File: src/hdl/scdc_pkg.sv
package scdc_pkg;

    localparam int          CLK_MHZ        = 40;
    localparam int          OFF_US_00      = 9;
    localparam int          OFF_US_01      = 19;
    localparam int          OFF_US_10      = 27;
    localparam int          OFF_US_11      = 35;
    localparam logic [10:0] OFF_CYC_00     = 11'(OFF_US_00 * CLK_MHZ);
    localparam logic [10:0] OFF_CYC_01     = 11'(OFF_US_01 * CLK_MHZ);
    localparam logic [10:0] OFF_CYC_10     = 11'(OFF_US_10 * CLK_MHZ);
    localparam logic [10:0] OFF_CYC_11     = 11'(OFF_US_11 * CLK_MHZ);
    localparam int          DYN_SHORT_NS   = 1000;
    localparam int          DYN_LONG_NS    = 10000;
    localparam logic [10:0] DYN_SHORT_CYC  = 11'((DYN_SHORT_NS * CLK_MHZ + 999) / 1000);
    localparam logic [10:0] DYN_LONG_CYC   = 11'((DYN_LONG_NS * CLK_MHZ) / 1000);

    localparam logic [3:0]  SHARE_MAX      = 4'hA;
    localparam logic [3:0]  SHARE_RST      = 4'h3;
    localparam logic [3:0]  MIX30_TENTHS   = 4'h3;
    localparam logic [3:0]  MIX60_TENTHS   = 4'h6;
    localparam logic [14:0] TENTHS_DIV     = 15'h000A;

    localparam logic [11:0] INT_REF_MV     = 12'hCE4;
    localparam logic [4:0]  RIPPLE_BASE_MA = 5'h19;
    localparam logic [2:0]  RIPPLE_PCT_00  = 3'h1;
    localparam logic [2:0]  RIPPLE_PCT_01  = 3'h2;
    localparam logic [2:0]  RIPPLE_PCT_10  = 3'h4;
    localparam logic [2:0]  RIPPLE_PCT_11  = 3'h6;

    localparam logic [7:0]  ADDR_CTRL      = 8'h00;
    localparam logic [7:0]  ADDR_SCALE     = 8'h04;
    localparam logic [7:0]  ADDR_STATUS    = 8'h08;
    localparam int          CTRL_INT_REF   = 0;
    localparam int          CTRL_EN        = 1;
    localparam int          CTRL_DECAY_LSB = 2;
    localparam int          CTRL_OFF_LSB   = 5;
    localparam int          CTRL_RIP_LSB   = 7;
    localparam int          SCALE_FS_LSB   = 0;
    localparam int          SCALE_HOLD_LSB = 8;
    localparam logic [2:0]  DECAY_RST      = 3'h7;
    localparam logic [1:0]  OFF_RST        = 2'h1;
    localparam logic [1:0]  RIPPLE_RST     = 2'h0;
    localparam logic [7:0]  FS_RST         = 8'hFF;
    localparam logic [7:0]  HOLD_RST       = 8'h80;
    localparam logic [1:0]  RESP_OKAY      = 2'h0;
    localparam logic [1:0]  RESP_SLVERR    = 2'h2;

    localparam logic [1:0]  STRAP_LOW      = 2'h0;
    localparam logic [1:0]  STRAP_HIGH     = 2'h1;
    localparam logic [1:0]  STRAP_HIZ      = 2'h2;

    // gate order {hs1, ls1, hs2, ls2}
    localparam logic [3:0]  GATE_OFF       = 4'h0;
    localparam logic [3:0]  GATE_FWD       = 4'h9;
    localparam logic [3:0]  GATE_REV       = 4'h6;
    localparam logic [3:0]  GATE_SLOW      = 4'h5;

    typedef enum logic [1:0] {
        ST_IDLE  = 2'h0,
        ST_DRIVE = 2'h1,
        ST_FAST  = 2'h3,
        ST_SLOW  = 2'h2
    } scdc_state_t;

    typedef enum logic [2:0] {
        MODE_SLOW   = 3'h0,
        MODE_MIX30  = 3'h4,
        MODE_MIX60  = 3'h5,
        MODE_DYN    = 3'h6,
        MODE_RIPPLE = 3'h7
    } scdc_mode_t;

endpackage

File: src/hdl/scdc_tmr_if.sv
`timescale 1ns/1ps
`default_nettype none
interface scdc_tmr_if;
    logic        start;
    logic [10:0] length;
    logic [10:0] count;
    logic        expired;
    modport ctl (output start, output length, input count, input expired);
    modport tmr (input start, input length, output count, output expired);
endinterface
`default_nettype wire

File: src/hdl/scdc_off_timer.sv
`timescale 1ns/1ps
`default_nettype none
module scdc_off_timer
    import scdc_pkg::*;
(
    input  wire logic i_ref_clk,
    input  wire logic i_reset_n,
    scdc_tmr_if.tmr   tmr
);
    logic [10:0] count_r;

    always_ff @(posedge i_ref_clk)
    begin
        if (!i_reset_n)
            count_r <= 11'h000;
        else if (tmr.start)
            count_r <= 11'h000;
        else if (count_r != 11'h7FF)
            count_r <= count_r + 11'h001;
    end

    assign tmr.count   = count_r;
    assign tmr.expired = ({1'b0, count_r} + 12'h001) >= {1'b0, tmr.length};
endmodule
`default_nettype wire

File: src/hdl/scdc_top.sv
// Implementation choices: the AXI4-Lite register port and the register offsets.
`timescale 1ns/1ps
`default_nettype none
module scdc_top
    import scdc_pkg::*;
(
    input  wire logic        i_ref_clk,
    input  wire logic        i_reset_n,
    input  wire logic [7:0]  i_s_axi_awaddr,
    input  wire logic        i_s_axi_awvalid,
    output logic             o_s_axi_awready,
    input  wire logic [31:0] i_s_axi_wdata,
    input  wire logic [3:0]  i_s_axi_wstrb,
    input  wire logic        i_s_axi_wvalid,
    output logic             o_s_axi_wready,
    output logic [1:0]       o_s_axi_bresp,
    output logic             o_s_axi_bvalid,
    input  wire logic        i_s_axi_bready,
    input  wire logic [7:0]  i_s_axi_araddr,
    input  wire logic        i_s_axi_arvalid,
    output logic             o_s_axi_arready,
    output logic [31:0]      o_s_axi_rdata,
    output logic [1:0]       o_s_axi_rresp,
    output logic             o_s_axi_rvalid,
    input  wire logic        i_s_axi_rready,
    input  wire logic        i_strap_mode,
    input  wire logic [1:0]  i_chop_strap_pin_a,
    input  wire logic [1:0]  i_chop_strap_pin_b,
    input  wire logic [1:0]  i_off_strap_pin,
    input  wire logic [11:0] i_ext_ref_mv,
    input  wire logic        i_trip_threshold,
    input  wire logic        i_valley_threshold,
    input  wire logic        i_near_zero,
    input  wire logic        i_step_falling,
    output logic [3:0]       o_gate,
    output logic [11:0]      o_full_scale_ref_mv,
    output logic [11:0]      o_holding_ref_mv,
    output logic [1:0]       o_valley_ripple_select,
    output logic [2:0]       o_valley_ripple_pct
);
    logic        int_ref_r, bridge_en_r;
    logic [2:0]  decay_sel_r;
    logic [1:0]  off_interval_select_r, valley_sel_r;
    logic [7:0]  full_scale_current_scale_r, holding_current_scale_r;
    logic [1:0]  strap_a_r, strap_b_r, strap_off_r;
    logic        aw_full_r, w_full_r, bvalid_r, rvalid_r;
    logic [7:0]  aw_addr_r;
    logic [31:0] w_data_r, rdata_r, wmask;
    logic [3:0]  w_strb_r;
    logic [1:0]  bresp_r, rresp_r;
    logic        wr_fire;
    scdc_state_t state_r, state_nxt;
    scdc_mode_t  mode;
    logic [10:0] off_len_nxt, off_len_r, fast_len_nxt, fast_len_r, drive_cnt_r;
    logic [3:0]  share_r, tenths;
    logic [14:0] fast_prod;
    logic        zero_seen_r, start_nxt, fast_done;
    logic [3:0]  gate_r, gate_nxt;
    logic [11:0] ref_mv;
    logic [20:0] fs_prod, hold_prod;
    logic [11:0] fs_ref_r, hold_ref_r;
    logic [1:0]  rip_sel;
    logic [2:0]  rip_pct_r;

    scdc_tmr_if tmr_if ();

    scdc_off_timer u_timer (
        .i_ref_clk (i_ref_clk),
        .i_reset_n (i_reset_n),
        .tmr       (tmr_if.tmr)
    );

    // register slave: address and data are taken in either order
    assign o_s_axi_awready = !aw_full_r && !bvalid_r;
    assign o_s_axi_wready  = !w_full_r && !bvalid_r;
    assign o_s_axi_arready = !rvalid_r;
    assign o_s_axi_bvalid  = bvalid_r;
    assign o_s_axi_bresp   = bresp_r;
    assign o_s_axi_rvalid  = rvalid_r;
    assign o_s_axi_rresp   = rresp_r;
    assign o_s_axi_rdata   = rdata_r;
    assign wr_fire         = aw_full_r && w_full_r && !bvalid_r;
    assign wmask = {{8{w_strb_r[3]}}, {8{w_strb_r[2]}}, {8{w_strb_r[1]}}, {8{w_strb_r[0]}}};

    always_ff @(posedge i_ref_clk)
    begin
        if (!i_reset_n)
        begin
            aw_full_r <= 1'b0;
            w_full_r  <= 1'b0;
            aw_addr_r <= 8'h00;
            w_data_r  <= 32'h0000_0000;
            w_strb_r  <= 4'h0;
            bvalid_r  <= 1'b0;
            bresp_r   <= RESP_OKAY;
        end
        else
        begin
            if (o_s_axi_awready && i_s_axi_awvalid)
            begin
                aw_full_r <= 1'b1;
                aw_addr_r <= i_s_axi_awaddr;
            end
            if (o_s_axi_wready && i_s_axi_wvalid)
            begin
                w_full_r <= 1'b1;
                w_data_r <= i_s_axi_wdata;
                w_strb_r <= i_s_axi_wstrb;
            end
            if (wr_fire)
            begin
                aw_full_r <= 1'b0;
                w_full_r  <= 1'b0;
                bvalid_r  <= 1'b1;
                bresp_r   <= (aw_addr_r == ADDR_CTRL || aw_addr_r == ADDR_SCALE ||
                              aw_addr_r == ADDR_STATUS) ? RESP_OKAY : RESP_SLVERR;
            end
            else if (bvalid_r && i_s_axi_bready)
                bvalid_r <= 1'b0;
        end
    end

    // settings may be rewritten at any time; the chopper picks them up live
    always_ff @(posedge i_ref_clk)
    begin
        if (!i_reset_n)
        begin
            int_ref_r                  <= 1'b0;
            bridge_en_r                <= 1'b0;
            decay_sel_r                <= DECAY_RST;
            off_interval_select_r      <= OFF_RST;
            valley_sel_r               <= RIPPLE_RST;
            full_scale_current_scale_r <= FS_RST;
            holding_current_scale_r    <= HOLD_RST;
        end
        else if (wr_fire && aw_addr_r == ADDR_CTRL)
        begin
            if (w_strb_r[0])
            begin
                int_ref_r   <= w_data_r[CTRL_INT_REF];
                bridge_en_r <= w_data_r[CTRL_EN];
                decay_sel_r <= w_data_r[CTRL_DECAY_LSB +: 3];
            end
            if (wmask[CTRL_OFF_LSB + 1] && wmask[CTRL_OFF_LSB])
                off_interval_select_r <= w_data_r[CTRL_OFF_LSB +: 2];
            if (w_strb_r[1])
                valley_sel_r <= w_data_r[CTRL_RIP_LSB + 1 +: 2];
        end
        else if (wr_fire && aw_addr_r == ADDR_SCALE)
        begin
            if (w_strb_r[0])
                full_scale_current_scale_r <= w_data_r[SCALE_FS_LSB +: 8];
            if (w_strb_r[1])
                holding_current_scale_r <= w_data_r[SCALE_HOLD_LSB +: 8];
        end
    end

    always_ff @(posedge i_ref_clk)
    begin
        if (!i_reset_n)
        begin
            rvalid_r <= 1'b0;
            rdata_r  <= 32'h0000_0000;
            rresp_r  <= RESP_OKAY;
        end
        else if (!rvalid_r && i_s_axi_arvalid)
        begin
            rvalid_r <= 1'b1;
            rresp_r  <= RESP_OKAY;
            case (i_s_axi_araddr)
                ADDR_CTRL:   rdata_r <= {22'h000000, valley_sel_r, 1'b0, off_interval_select_r,
                                         decay_sel_r, bridge_en_r, int_ref_r};
                ADDR_SCALE:  rdata_r <= {16'h0000, holding_current_scale_r,
                                         full_scale_current_scale_r};
                ADDR_STATUS: rdata_r <= {17'h00000, zero_seen_r,
                                         holding_current_scale_r >= full_scale_current_scale_r,
                                         int_ref_r && !i_strap_mode, share_r, 3'h0, mode,
                                         state_r};
                default:
                begin
                    rdata_r <= 32'h0000_0000;
                    rresp_r <= RESP_SLVERR;
                end
            endcase
        end
        else if (rvalid_r && i_s_axi_rready)
            rvalid_r <= 1'b0;
    end

    // straps are sampled every cycle so a re-strapped board takes effect on the fly
    always_ff @(posedge i_ref_clk)
    begin
        if (!i_reset_n)
        begin
            strap_a_r   <= STRAP_LOW;
            strap_b_r   <= STRAP_HIGH;
            strap_off_r <= STRAP_HIGH;
        end
        else
        begin
            strap_a_r   <= i_chop_strap_pin_a;
            strap_b_r   <= i_chop_strap_pin_b;
            strap_off_r <= i_off_strap_pin;
        end
    end

    // reserved codes fall back to slow decay so the bridge stays regulated
    always_comb
    begin
        mode = MODE_SLOW;
        if (i_strap_mode)
        begin
            case ({strap_a_r, strap_b_r})
                {STRAP_HIZ, STRAP_HIGH}: mode = MODE_SLOW;
                {STRAP_HIGH, STRAP_LOW}: mode = MODE_MIX30;
                {STRAP_HIZ, STRAP_LOW}:  mode = MODE_MIX60;
                {STRAP_LOW, STRAP_LOW}:  mode = MODE_DYN;
                {STRAP_LOW, STRAP_HIGH}: mode = MODE_RIPPLE;
                default:                 mode = MODE_SLOW;
            endcase
        end
        else
        begin
            case (decay_sel_r)
                3'h4:    mode = MODE_MIX30;
                3'h5:    mode = MODE_MIX60;
                3'h6:    mode = MODE_DYN;
                3'h7:    mode = MODE_RIPPLE;
                default: mode = MODE_SLOW;
            endcase
        end
    end

    always_comb
    begin
        case (i_strap_mode ? strap_off_r : off_interval_select_r)
            2'h0:    off_len_nxt = OFF_CYC_00;
            2'h1:    off_len_nxt = OFF_CYC_01;
            2'h2:    off_len_nxt = OFF_CYC_10;
            default: off_len_nxt = OFF_CYC_11;
        endcase
        case (mode)
            MODE_MIX30: tenths = MIX30_TENTHS;
            MODE_MIX60: tenths = MIX60_TENTHS;
            MODE_DYN:   tenths = i_step_falling ? SHARE_MAX : share_r;
            default:    tenths = 4'h0;
        endcase
        fast_prod    = 15'(off_len_nxt) * 15'(tenths);
        fast_len_nxt = 11'(fast_prod / TENTHS_DIV);
    end

    assign tmr_if.start  = start_nxt;
    assign tmr_if.length = off_len_r;
    assign fast_done     = ({1'b0, tmr_if.count} + 12'h001) >= {1'b0, fast_len_r};

    always_comb
    begin
        state_nxt = state_r;
        start_nxt = 1'b0;
        case (state_r)
            ST_IDLE:
                if (bridge_en_r)
                    state_nxt = ST_DRIVE;
            ST_DRIVE:
                if (!bridge_en_r)
                    state_nxt = ST_IDLE;
                else if (i_trip_threshold)
                begin
                    start_nxt = 1'b1;
                    state_nxt = (fast_len_nxt == 11'h000) ? ST_SLOW : ST_FAST;
                end
            ST_FAST:
                if (!bridge_en_r)
                    state_nxt = ST_IDLE;
                else if (tmr_if.expired)
                    state_nxt = ST_DRIVE;
                else if (fast_done)
                    state_nxt = ST_SLOW;
            ST_SLOW:
                if (!bridge_en_r)
                    state_nxt = ST_IDLE;
                else if (mode == MODE_RIPPLE)
                begin
                    if (i_valley_threshold)
                        state_nxt = ST_DRIVE;
                end
                else if (tmr_if.expired)
                begin
                    if (i_trip_threshold)
                        start_nxt = 1'b1;
                    else
                        state_nxt = ST_DRIVE;
                end
            default:
                state_nxt = ST_IDLE;
        endcase
    end

    always_comb
    begin
        case (state_nxt)
            ST_DRIVE: gate_nxt = GATE_FWD;
            // a stale zero flag from the previous fast phase must not blank a new one
            ST_FAST:  gate_nxt = ((zero_seen_r && !start_nxt) || i_near_zero) ? GATE_OFF
                                                                           : GATE_REV;
            ST_SLOW:  gate_nxt = GATE_SLOW;
            default:  gate_nxt = GATE_OFF;
        endcase
    end

    always_ff @(posedge i_ref_clk)
    begin
        if (!i_reset_n)
        begin
            state_r     <= ST_IDLE;
            gate_r      <= GATE_OFF;
            zero_seen_r <= 1'b0;
            off_len_r   <= OFF_CYC_01;
            fast_len_r  <= 11'h000;
        end
        else
        begin
            state_r <= state_nxt;
            gate_r  <= gate_nxt;
            if (start_nxt)
            begin
                zero_seen_r <= 1'b0;
                off_len_r   <= off_len_nxt;
                fast_len_r  <= (state_r == ST_SLOW) ? 11'h000 : fast_len_nxt;
            end
            else if (state_r == ST_FAST && i_near_zero)
                zero_seen_r <= 1'b1;
        end
    end

    // a drive that trips almost at once means the current overshot the threshold
    always_ff @(posedge i_ref_clk)
    begin
        if (!i_reset_n)
        begin
            drive_cnt_r <= 11'h000;
            share_r     <= SHARE_RST;
        end
        else
        begin
            if (state_r != ST_DRIVE)
                drive_cnt_r <= 11'h000;
            else if (drive_cnt_r != 11'h7FF)
                drive_cnt_r <= drive_cnt_r + 11'h001;
            if (state_r == ST_DRIVE && start_nxt && mode == MODE_DYN)
            begin
                if (drive_cnt_r < DYN_SHORT_CYC && share_r != SHARE_MAX)
                    share_r <= share_r + 4'h1;
                else if (drive_cnt_r > DYN_LONG_CYC && share_r != 4'h0)
                    share_r <= share_r - 4'h1;
            end
        end
    end

    // sense gain division happens in the analog reference; only the voltage is formed here
    assign ref_mv    = (int_ref_r && !i_strap_mode) ? INT_REF_MV : i_ext_ref_mv;
    assign fs_prod   = 21'(ref_mv) * 21'({1'b0, full_scale_current_scale_r} + 9'h001);
    assign hold_prod = 21'(ref_mv) * 21'({1'b0, holding_current_scale_r} + 9'h001);
    assign rip_sel   = i_strap_mode ? strap_off_r : valley_sel_r;

    always_ff @(posedge i_ref_clk)
    begin
        if (!i_reset_n)
        begin
            fs_ref_r   <= 12'h000;
            hold_ref_r <= 12'h000;
            rip_pct_r  <= RIPPLE_PCT_00;
        end
        else
        begin
            fs_ref_r   <= i_strap_mode ? ref_mv : fs_prod[19:8];
            hold_ref_r <= i_strap_mode ? ref_mv : hold_prod[19:8];
            case (rip_sel)
                2'h0:    rip_pct_r <= RIPPLE_PCT_00;
                2'h1:    rip_pct_r <= RIPPLE_PCT_01;
                2'h2:    rip_pct_r <= RIPPLE_PCT_10;
                default: rip_pct_r <= RIPPLE_PCT_11;
            endcase
        end
    end

    assign o_gate                 = gate_r;
    assign o_full_scale_ref_mv    = fs_ref_r;
    assign o_holding_ref_mv       = hold_ref_r;
    assign o_valley_ripple_select = valley_sel_r;
    assign o_valley_ripple_pct    = rip_pct_r;
endmodule
`default_nettype wire

File: config.mk
export PLATFORM = sky130hd
export DESIGN_NAME = scdc_top
export DESIGN_NICKNAME = d
export VERILOG_FILES = /design/src/hdl/scdc_pkg.sv /design/src/hdl/scdc_tmr_if.sv /design/src/hdl/scdc_off_timer.sv /design/src/hdl/scdc_top.sv
export SDC_FILE = /design/constraint.sdc
export NUM_CORES = 1
export LEC_CHECK = 0
export BUFFER_PORTS_ARGS = -buffer_cell sky130_fd_sc_hd__buf_2
export CAP_MARGIN = 20
export CORE_ASPECT_RATIO = 2
export CORE_UTILIZATION = 38
export CTS_CLUSTER_DIAMETER = 100
export DETAILED_ROUTE_END_ITERATION = 8
export PLACE_DENSITY = 0.64
export SYNTH_ARGS = -nofsm -noshare
export SYNTH_HDL_FRONTEND = slang
export SYNTH_SLANG_ARGS = --single-unit
File: constraint.sdc
create_clock -name i_ref_clk -period 29.2 [get_ports i_ref_clk]
set_clock_uncertainty 0.1 [all_clocks]
set_input_delay 5.84 -clock i_ref_clk [delete_from_list [all_inputs] [get_ports i_ref_clk]]
set_output_delay 5.84 -clock i_ref_clk [all_outputs]
set_load 0.02 [all_outputs]
==> run summary, run 1 <==
Fin area: 17100 µm²
Setup bufs post-CTS: 0
Wire per inst: 17.9 µm
CP max FO: 47
CP endpoint kind: register
# hold bufs at CTS: 0
P&R area growth vs syn: 10.2%
1st-iter DRT viols: 561
Mapped Area: 15500 µm²
Most common cell after layout, fill and taps aside: nand2_1
Most frequent cells in the layout: nand2_1 (277), inv_1 (215), nor2_1 (189), dfxtp_1 (155), fa_1 (151)
RSZ-0062 raised after global routing: false
Clock latency on the worst-skew pair: 450 ps
Post-layout util: 0.425
Reg-to-Reg Start: strap_a_r[1]
GP Congestion: 0.910
Io pins: 156
Area of the multi-input gates: 11200 µm²
CP max stage delay: 590 ps
Post-DP Area: 16500 µm²
Tightest Pin Transition: 1060 ps
Hold EP: w_data_r[15]
Vias in the first global route: 13423
All-layer global routing usage: 0.222
Routed WL: 44900 µm
Number of synthesized flops with an enable pin: 0
Via density: 5.32
First-pass GRT wire length: 69200 µm
CTS Buffer Depth: 2
Cells after Synth: 1886
Site Rows: 104
Number of fill cells: 4058
TNS Setup: 0 ps
Leakage: 8.08 nW
Syn Area/Cell: 8.22 µm²
Die width: 145 µm
Largest net degree at the start of global routing: 83
Root Driver: clkbuf_16
Max-slew violations: 0
Fmax achieved: 64.5 MHz
CP Launch Type: primary input
CTS H-tree depth: 4
Register area share after synthesis: 0.200
Final HPWL DP: 36400 µm
Req. time, crit path: 29430 ps
Crit path max-delay cell type: or4_4
Share of cells above drive strength 1: 0.110
Initial Util: 0.386
Worst min-delay path category: reg -> reg
Status: finished clean
Max Cap Violations: 0
Final-report setup violation count: 0
YS warnings: 0
Non-filler cells, final: 2503
Diode count: 0
Yosys cell types: 103
Min-Delay Path Depth: 2
PortBufs: 119
Clock sink count: 155
Core Region: 40200 µm²
FF/Latch Area: 3100 µm²
Final ANT Viol Nets: 0
Die Ht: 288 µm
Peak supply drop: 0.110 mV
Placed Cells: 2470
CP Class: in -> reg
Total congestion overflow: 0
Die ar.: 41700 µm²
CP arrival: 15730 ps
Rel. slew slack: 0.288
CTS resizes: 0
Power per cell area: 54.0 nW/µm²
Antenna violations before repair: 2
Reg-to-Reg End: fast_len_r[0]
DR pass1 iterations: 7
Synth Flop Type: dfxtp_1
Fin crit share: 0.531
Fin nets: 2325
FF+latch count, synth: 155
Residual DRC: 0
Worst R2R Setup Slack: 19060 ps
Final Hold Fails: 0
Clock slew at the register clock pins of the worst setup and hold paths: 70 ps
Tmin final: 15500 ps
CTS tree: yes
Hold wc startpoint: w_data_r[15]
Via count: 13309
R2R depth: 37
Num CTS Buffers: 17
FFs w/ async S/R, synth: 0
[synthesized netlist by cell type (3+ instances only)]
cell	number	share of area
ha_1	132	0.11
o21ai_0	49	0.016
dfxtp_1	155	0.20
nand3b_1	4	0.0019
nand2b_1	40	0.016
o21a_1	27	0.013
o211ai_1	15	0.0073
xor2_1	21	0.012
clkbuf_1	65	0.016
nand4_1	9	0.0036
nor2_1	189	0.046
or3_1	9	0.0036
a211o_1	3	0.0017
o21ba_2	8	0.0052
nor2b_1	16	0.0065
nor3_1	25	0.0081
buf_2	3	0.00097
a31oi_1	7	0.0028
o21bai_1	7	0.0034
and2_1	38	0.015
o22ai_1	12	0.0048
o31a_1	3	0.0017
a211oi_1	14	0.0068
fa_1	151	0.20
mux2i_1	26	0.017
nand2_1	277	0.067
buf_1	6	0.0015
nand3_1	45	0.015
a21o_1	19	0.0092
buf_6	3	0.0022
a221o_1	3	0.0019
buf_4	18	0.0087
and4_1	4	0.0023
nor2_2	3	0.0012
inv_1	215	0.052
a22oi_1	16	0.0077
o31ai_1	6	0.0029
a21oi_1	97	0.031
nor4_1	10	0.0040
xnor2_1	59	0.033
a31o_2	3	0.0017
[critical path: cells and delay by family]
family | cells | cell delay, ps
AO/OA/AOI/OAI | 13 | 3340
XOR/XNOR | 1 | 140
adder cells (fa/ha/maj) | 5 | 2090
buffers and inverters | 4 | 610
multiplexers | 2 | 460
AND/OR/NAND/NOR | 12 | 3180
[registers in the layout (all words and copies together), names as in the netlist, 5 cells and up]
| register | cells |
|---|---|
| off_len_r | 5 |
| aw_addr_r | 8 |
| o_s_axi_rdata | 16 |
| o_holding_ref_mv | 12 |
| w_data_r | 16 |
| o_full_scale_ref_mv | 12 |
| fast_len_r | 11 |
| drive_cnt_r | 11 |
| full_scale_current_scale_r | 8 |
| u_timer.tmr.count | 11 |
| holding_current_scale_r | 8 |
[worst max path at each step]
stage | startpoint | to | slack, ps | depth (start not counted)
CTS | i_strap_mode | fast_len_r[0] | 13750 | 37
finish | i_strap_mode | fast_len_r[0] | 13700 | 37
detailed placement | i_strap_mode | fast_len_r[0] | 13280 | 37
global route | i_strap_mode | fast_len_r[0] | 13060 | 37
floorplan | i_strap_mode | fast_len_r[0] | 14970 | 39
global placement | i_strap_mode | fast_len_r[0] | 13480 | 37
[area by class of cell]
type	instances	share of cell area
Inverter	217	0.0477
Timing Repair Buffer	133	0.0410
Multi-Input combinational cell	1436	0.656
Clock buffer	19	0.0259
Sequential cell	155	0.182
Clock inverter	13	0.00908
Tap cell	530	0.0388
[power by group]
part	leakage, nW	total, mW	internal (mW)	switching (mW)
sequential	1.26	0.222	0.218	0.00418
clock	0.294	0.235	0.131	0.104
combinational	6.52	0.466	0.170	0.296
[per-stage QoR]
stage	power (mW)	setup WS (ps)	hold slack [ps]
after global placement	0.677	13480	344
after CTS	0.926	13750	357
after global routing	0.980	13060	385
final	0.923	13700	357
after floorplan	0.589	14970	336
after detailed placement	0.686	13280	348
[cells by family (layout without fill, tap and decap cells)]
group | count (synthesis) | in the layout | synth area share
simple gates | 695 | 695 | 0.204
compound gates | 329 | 329 | 0.146
buf+inv | 312 | 382 | 0.0816
fa+ha+maj | 284 | 284 | 0.302
flops | 155 | 155 | 0.200
xor+xnor | 82 | 82 | 0.0473
mux | 28 | 28 | 0.0185
other cells | 1 | 18 | 0.000242
[per-layer routing]
layer	up-vias	GRT usage	wire [µm]
li1	6292	-	-
met1	6420	0.205	14500
met4	4	0.155	3300
met3	167	0.0314	1880
met2	426	0.431	25300
met5	-	0	23
Power figures use the tool's default switching activity.
==> run 2: changes to the inputs <==
- ABC_AREA: unset -> 1
- PLACE_DENSITY: 0.64 -> 0.65
- clock period: 29.2 -> 15.1 ns (I/O delays scaled with it)
==> run summary, run 2 <==
Status: finished clean
All-layer global routing usage: 0.224
Via count: 13536
Core Region: 39400 µm²
Via density: 5.00
FFs w/ async S/R, synth: 0
Area of the multi-input gates: 10300 µm²
Final ANT Viol Nets: 0
Final HPWL DP: 34700 µm
Final-report setup violation count: 0
Worst R2R Setup Slack: 5390 ps
# hold bufs at CTS: 0
CTS resizes: 0
Non-filler cells, final: 2705
Most frequent cells in the layout: nand2_1 (444), inv_1 (385), nor2_1 (252), dfxtp_1 (155), fa_1 (151)
Clock sink count: 155
Fin crit share: 0.878
CP Launch Type: primary input
Mapped Area: 15100 µm²
Worst min-delay path category: reg -> reg
Io pins: 156
Site Rows: 103
Cells after Synth: 2071
FF+latch count, synth: 155
Grt met1 use: 0.205
Tmin final: 13260 ps
YS warnings: 0
CTS Buffer Depth: 2
M2 GR Usage: 0.430
Clock latency on the worst-skew pair: 450 ps
Residual DRC: 0
Crit path max-delay cell type: clkinv_1
Fin nets: 2529
Die ar.: 40700 µm²
Die width: 143 µm
R2R depth: 77
CTS tree: yes
Reg-to-Reg Start: strap_a_r[1]
Largest net degree at the start of global routing: 64
CP startpoint: i_strap_mode
CTS H-tree depth: 4
Wire per inst: 16.0 µm
Fin area: 16800 µm²
DR pass1 iterations: 7
Post-DP Area: 16200 µm²
1st-iter DRT viols: 676
GP Congestion: 0.895
CP Class: in -> reg
P&R area growth vs syn: 10.7%
Max-slew violations: 0
Number of synthesized flops with an enable pin: 0
CP arrival: 13500 ps
Clock slew at the register clock pins of the worst setup and hold paths: 70 ps
Setup bufs post-CTS: 0
Tot Pwr: 3.43 mW
First-pass GRT wire length: 69500 µm
CP max stage delay: 640 ps
Share of the synthesized area in the top cell type: 0.205
Leakage: 8.97 nW
Share of cells above drive strength 1: 0.114
Total congestion overflow: 0
RSZ-0062 raised after global routing: false
Register area share after synthesis: 0.205
Die Ht: 284 µm
Tightest Pin Transition: 1110 ps
Fmax achieved: 75.4 MHz
Gr busiest metal: met2
Max Cap Violations: 0
FF/Latch Area: 3100 µm²
Most common cell after layout, fill and taps aside: nand2_1
Top-count cell post-synth: nand2_1
Initial Util: 0.384
Synth area leader: dfxtp_1
Root Driver: clkbuf_16
Power per cell area: 204 nW/µm²
Setup crit end: o_gate[2]
TNS Setup: 0 ps
Yosys cell types: 52
CP max FO: 39
Final Hold Fails: 0
Rel. slew slack: 0.252
Top cells by count, synth: nand2_1 (444), inv_1 (385), nor2_1 (252)
Antenna violations before repair: 3
Top cells by area, synth: dfxtp_1 (20%), fa_1 (20%), nand2_1 (11%)
Vias in the first global route: 13946
Placed Cells: 2670
CP endpoint kind: register
PortBufs: 119
Reg-to-Reg End: o_gate[2]
Synth Flop Type: dfxtp_1
M3 GR Usage: 0.0376
CP dominant cell by count: nand2_2
Routed WL: 43300 µm
Number of fill cells: 4054
Peak supply drop: 0.391 mV
Num CTS Buffers: 17
Syn Area/Cell: 7.32 µm²
Req. time, crit path: 15340 ps
run 2: cell types whose count changed in the layout (fill, tap and decap cells not counted), sizes merged, moves of 12 or more:
cell | previous run | this run
a21oi | 98 | 110
nor2 | 193 | 256
nand3 | 45 | 78
nand2 | 279 | 490
a21o | 20 | 2
nor2b | 16 | 0
nand2b | 40 | 0
mux2i | 26 | 1
o21ai | 53 | 77
inv | 223 | 407
and2 | 41 | 2
a22oi | 16 | 1
xnor2 | 60 | 8
o21a | 27 | 4
run 2: report_power, final:
part | internal (mW) | leakage (nW) | switching (mW)
clock network | 0.239 | 0.294 | 0.211
registers | 0.426 | 1.27 | 0.00773
logic | 0.844 | 7.41 | 1.70
total | 1.51 | 8.97 | 1.92
run 2: worst min-delay path by stage:
stage                       from                 to  slack, ps  cells after the start
6_report       o_s_axi_rdata[13]  o_s_axi_rdata[13]        370                      2
5_1_grt             off_len_r[6]       off_len_r[6]        390                      2
4_1_cts        o_s_axi_rdata[13]  o_s_axi_rdata[13]        370                      2
3_5_place_dp   o_s_axi_rdata[13]  o_s_axi_rdata[13]        360                      2
3_3_place_gp   o_s_axi_rdata[12]  o_s_axi_rdata[12]        350                      2
2_1_floorplan      off_len_r[10]      off_len_r[10]        330                      2
run 2: worst max-delay path: cells and delay by family:
family | cells | cell delay [ps]
fa+ha+maj | 5 | 1480
buf+inv | 14 | 2350
compound gates | 3 | 1110
simple gates | 56 | 5500
run 2: layer usage:
metal	vias to the layer above	wire length [µm]
li1	6558	-
met1	6476	14800
met2	366	23900
met3	136	1660
met4	0	2880
met5	-	0
run 2: layout make-up:
| type | count | share of cell area |
|---|---|---|
| Sequential cell | 155 | 0.185 |
| Antenna cell | 3 | 0.000447 |
| Multi-Input combinational cell | 1457 | 0.611 |
| Tap cell | 525 | 0.0392 |
| Inverter | 409 | 0.0915 |
| Timing Repair Buffer | 124 | 0.0377 |
| Clock buffer | 18 | 0.0262 |
| Clock inverter | 14 | 0.00902 |
run 2: logic make-up (layout without fill, tap and decap cells):
logic type / after synthesis / in the layout / share of synthesized area
fa+ha+maj: 283 / 283 / 0.309
xor+xnor: 23 / 23 / 0.0133
simple gates: 878 / 878 / 0.252
other cells: 1 / 21 / 0.000248
mux: 1 / 1 / 0.00149
compound gates: 254 / 254 / 0.0967
flops: 155 / 155 / 0.205
buf+inv: 476 / 565 / 0.123
run 2: metrics by stage:
| step | util | hold slack, ps | setup slack (ps) |
|---|---|---|---|
| after detailed placement | 0.410 | 357 | 1350 |
| after global placement | 0.410 | 353 | 1620 |
| final | 0.425 | 366 | 1840 |
| after CTS | 0.425 | 367 | 1800 |
| after global routing | 0.425 | 387 | 699 |
| after floorplan | - | 335 | 4240 |
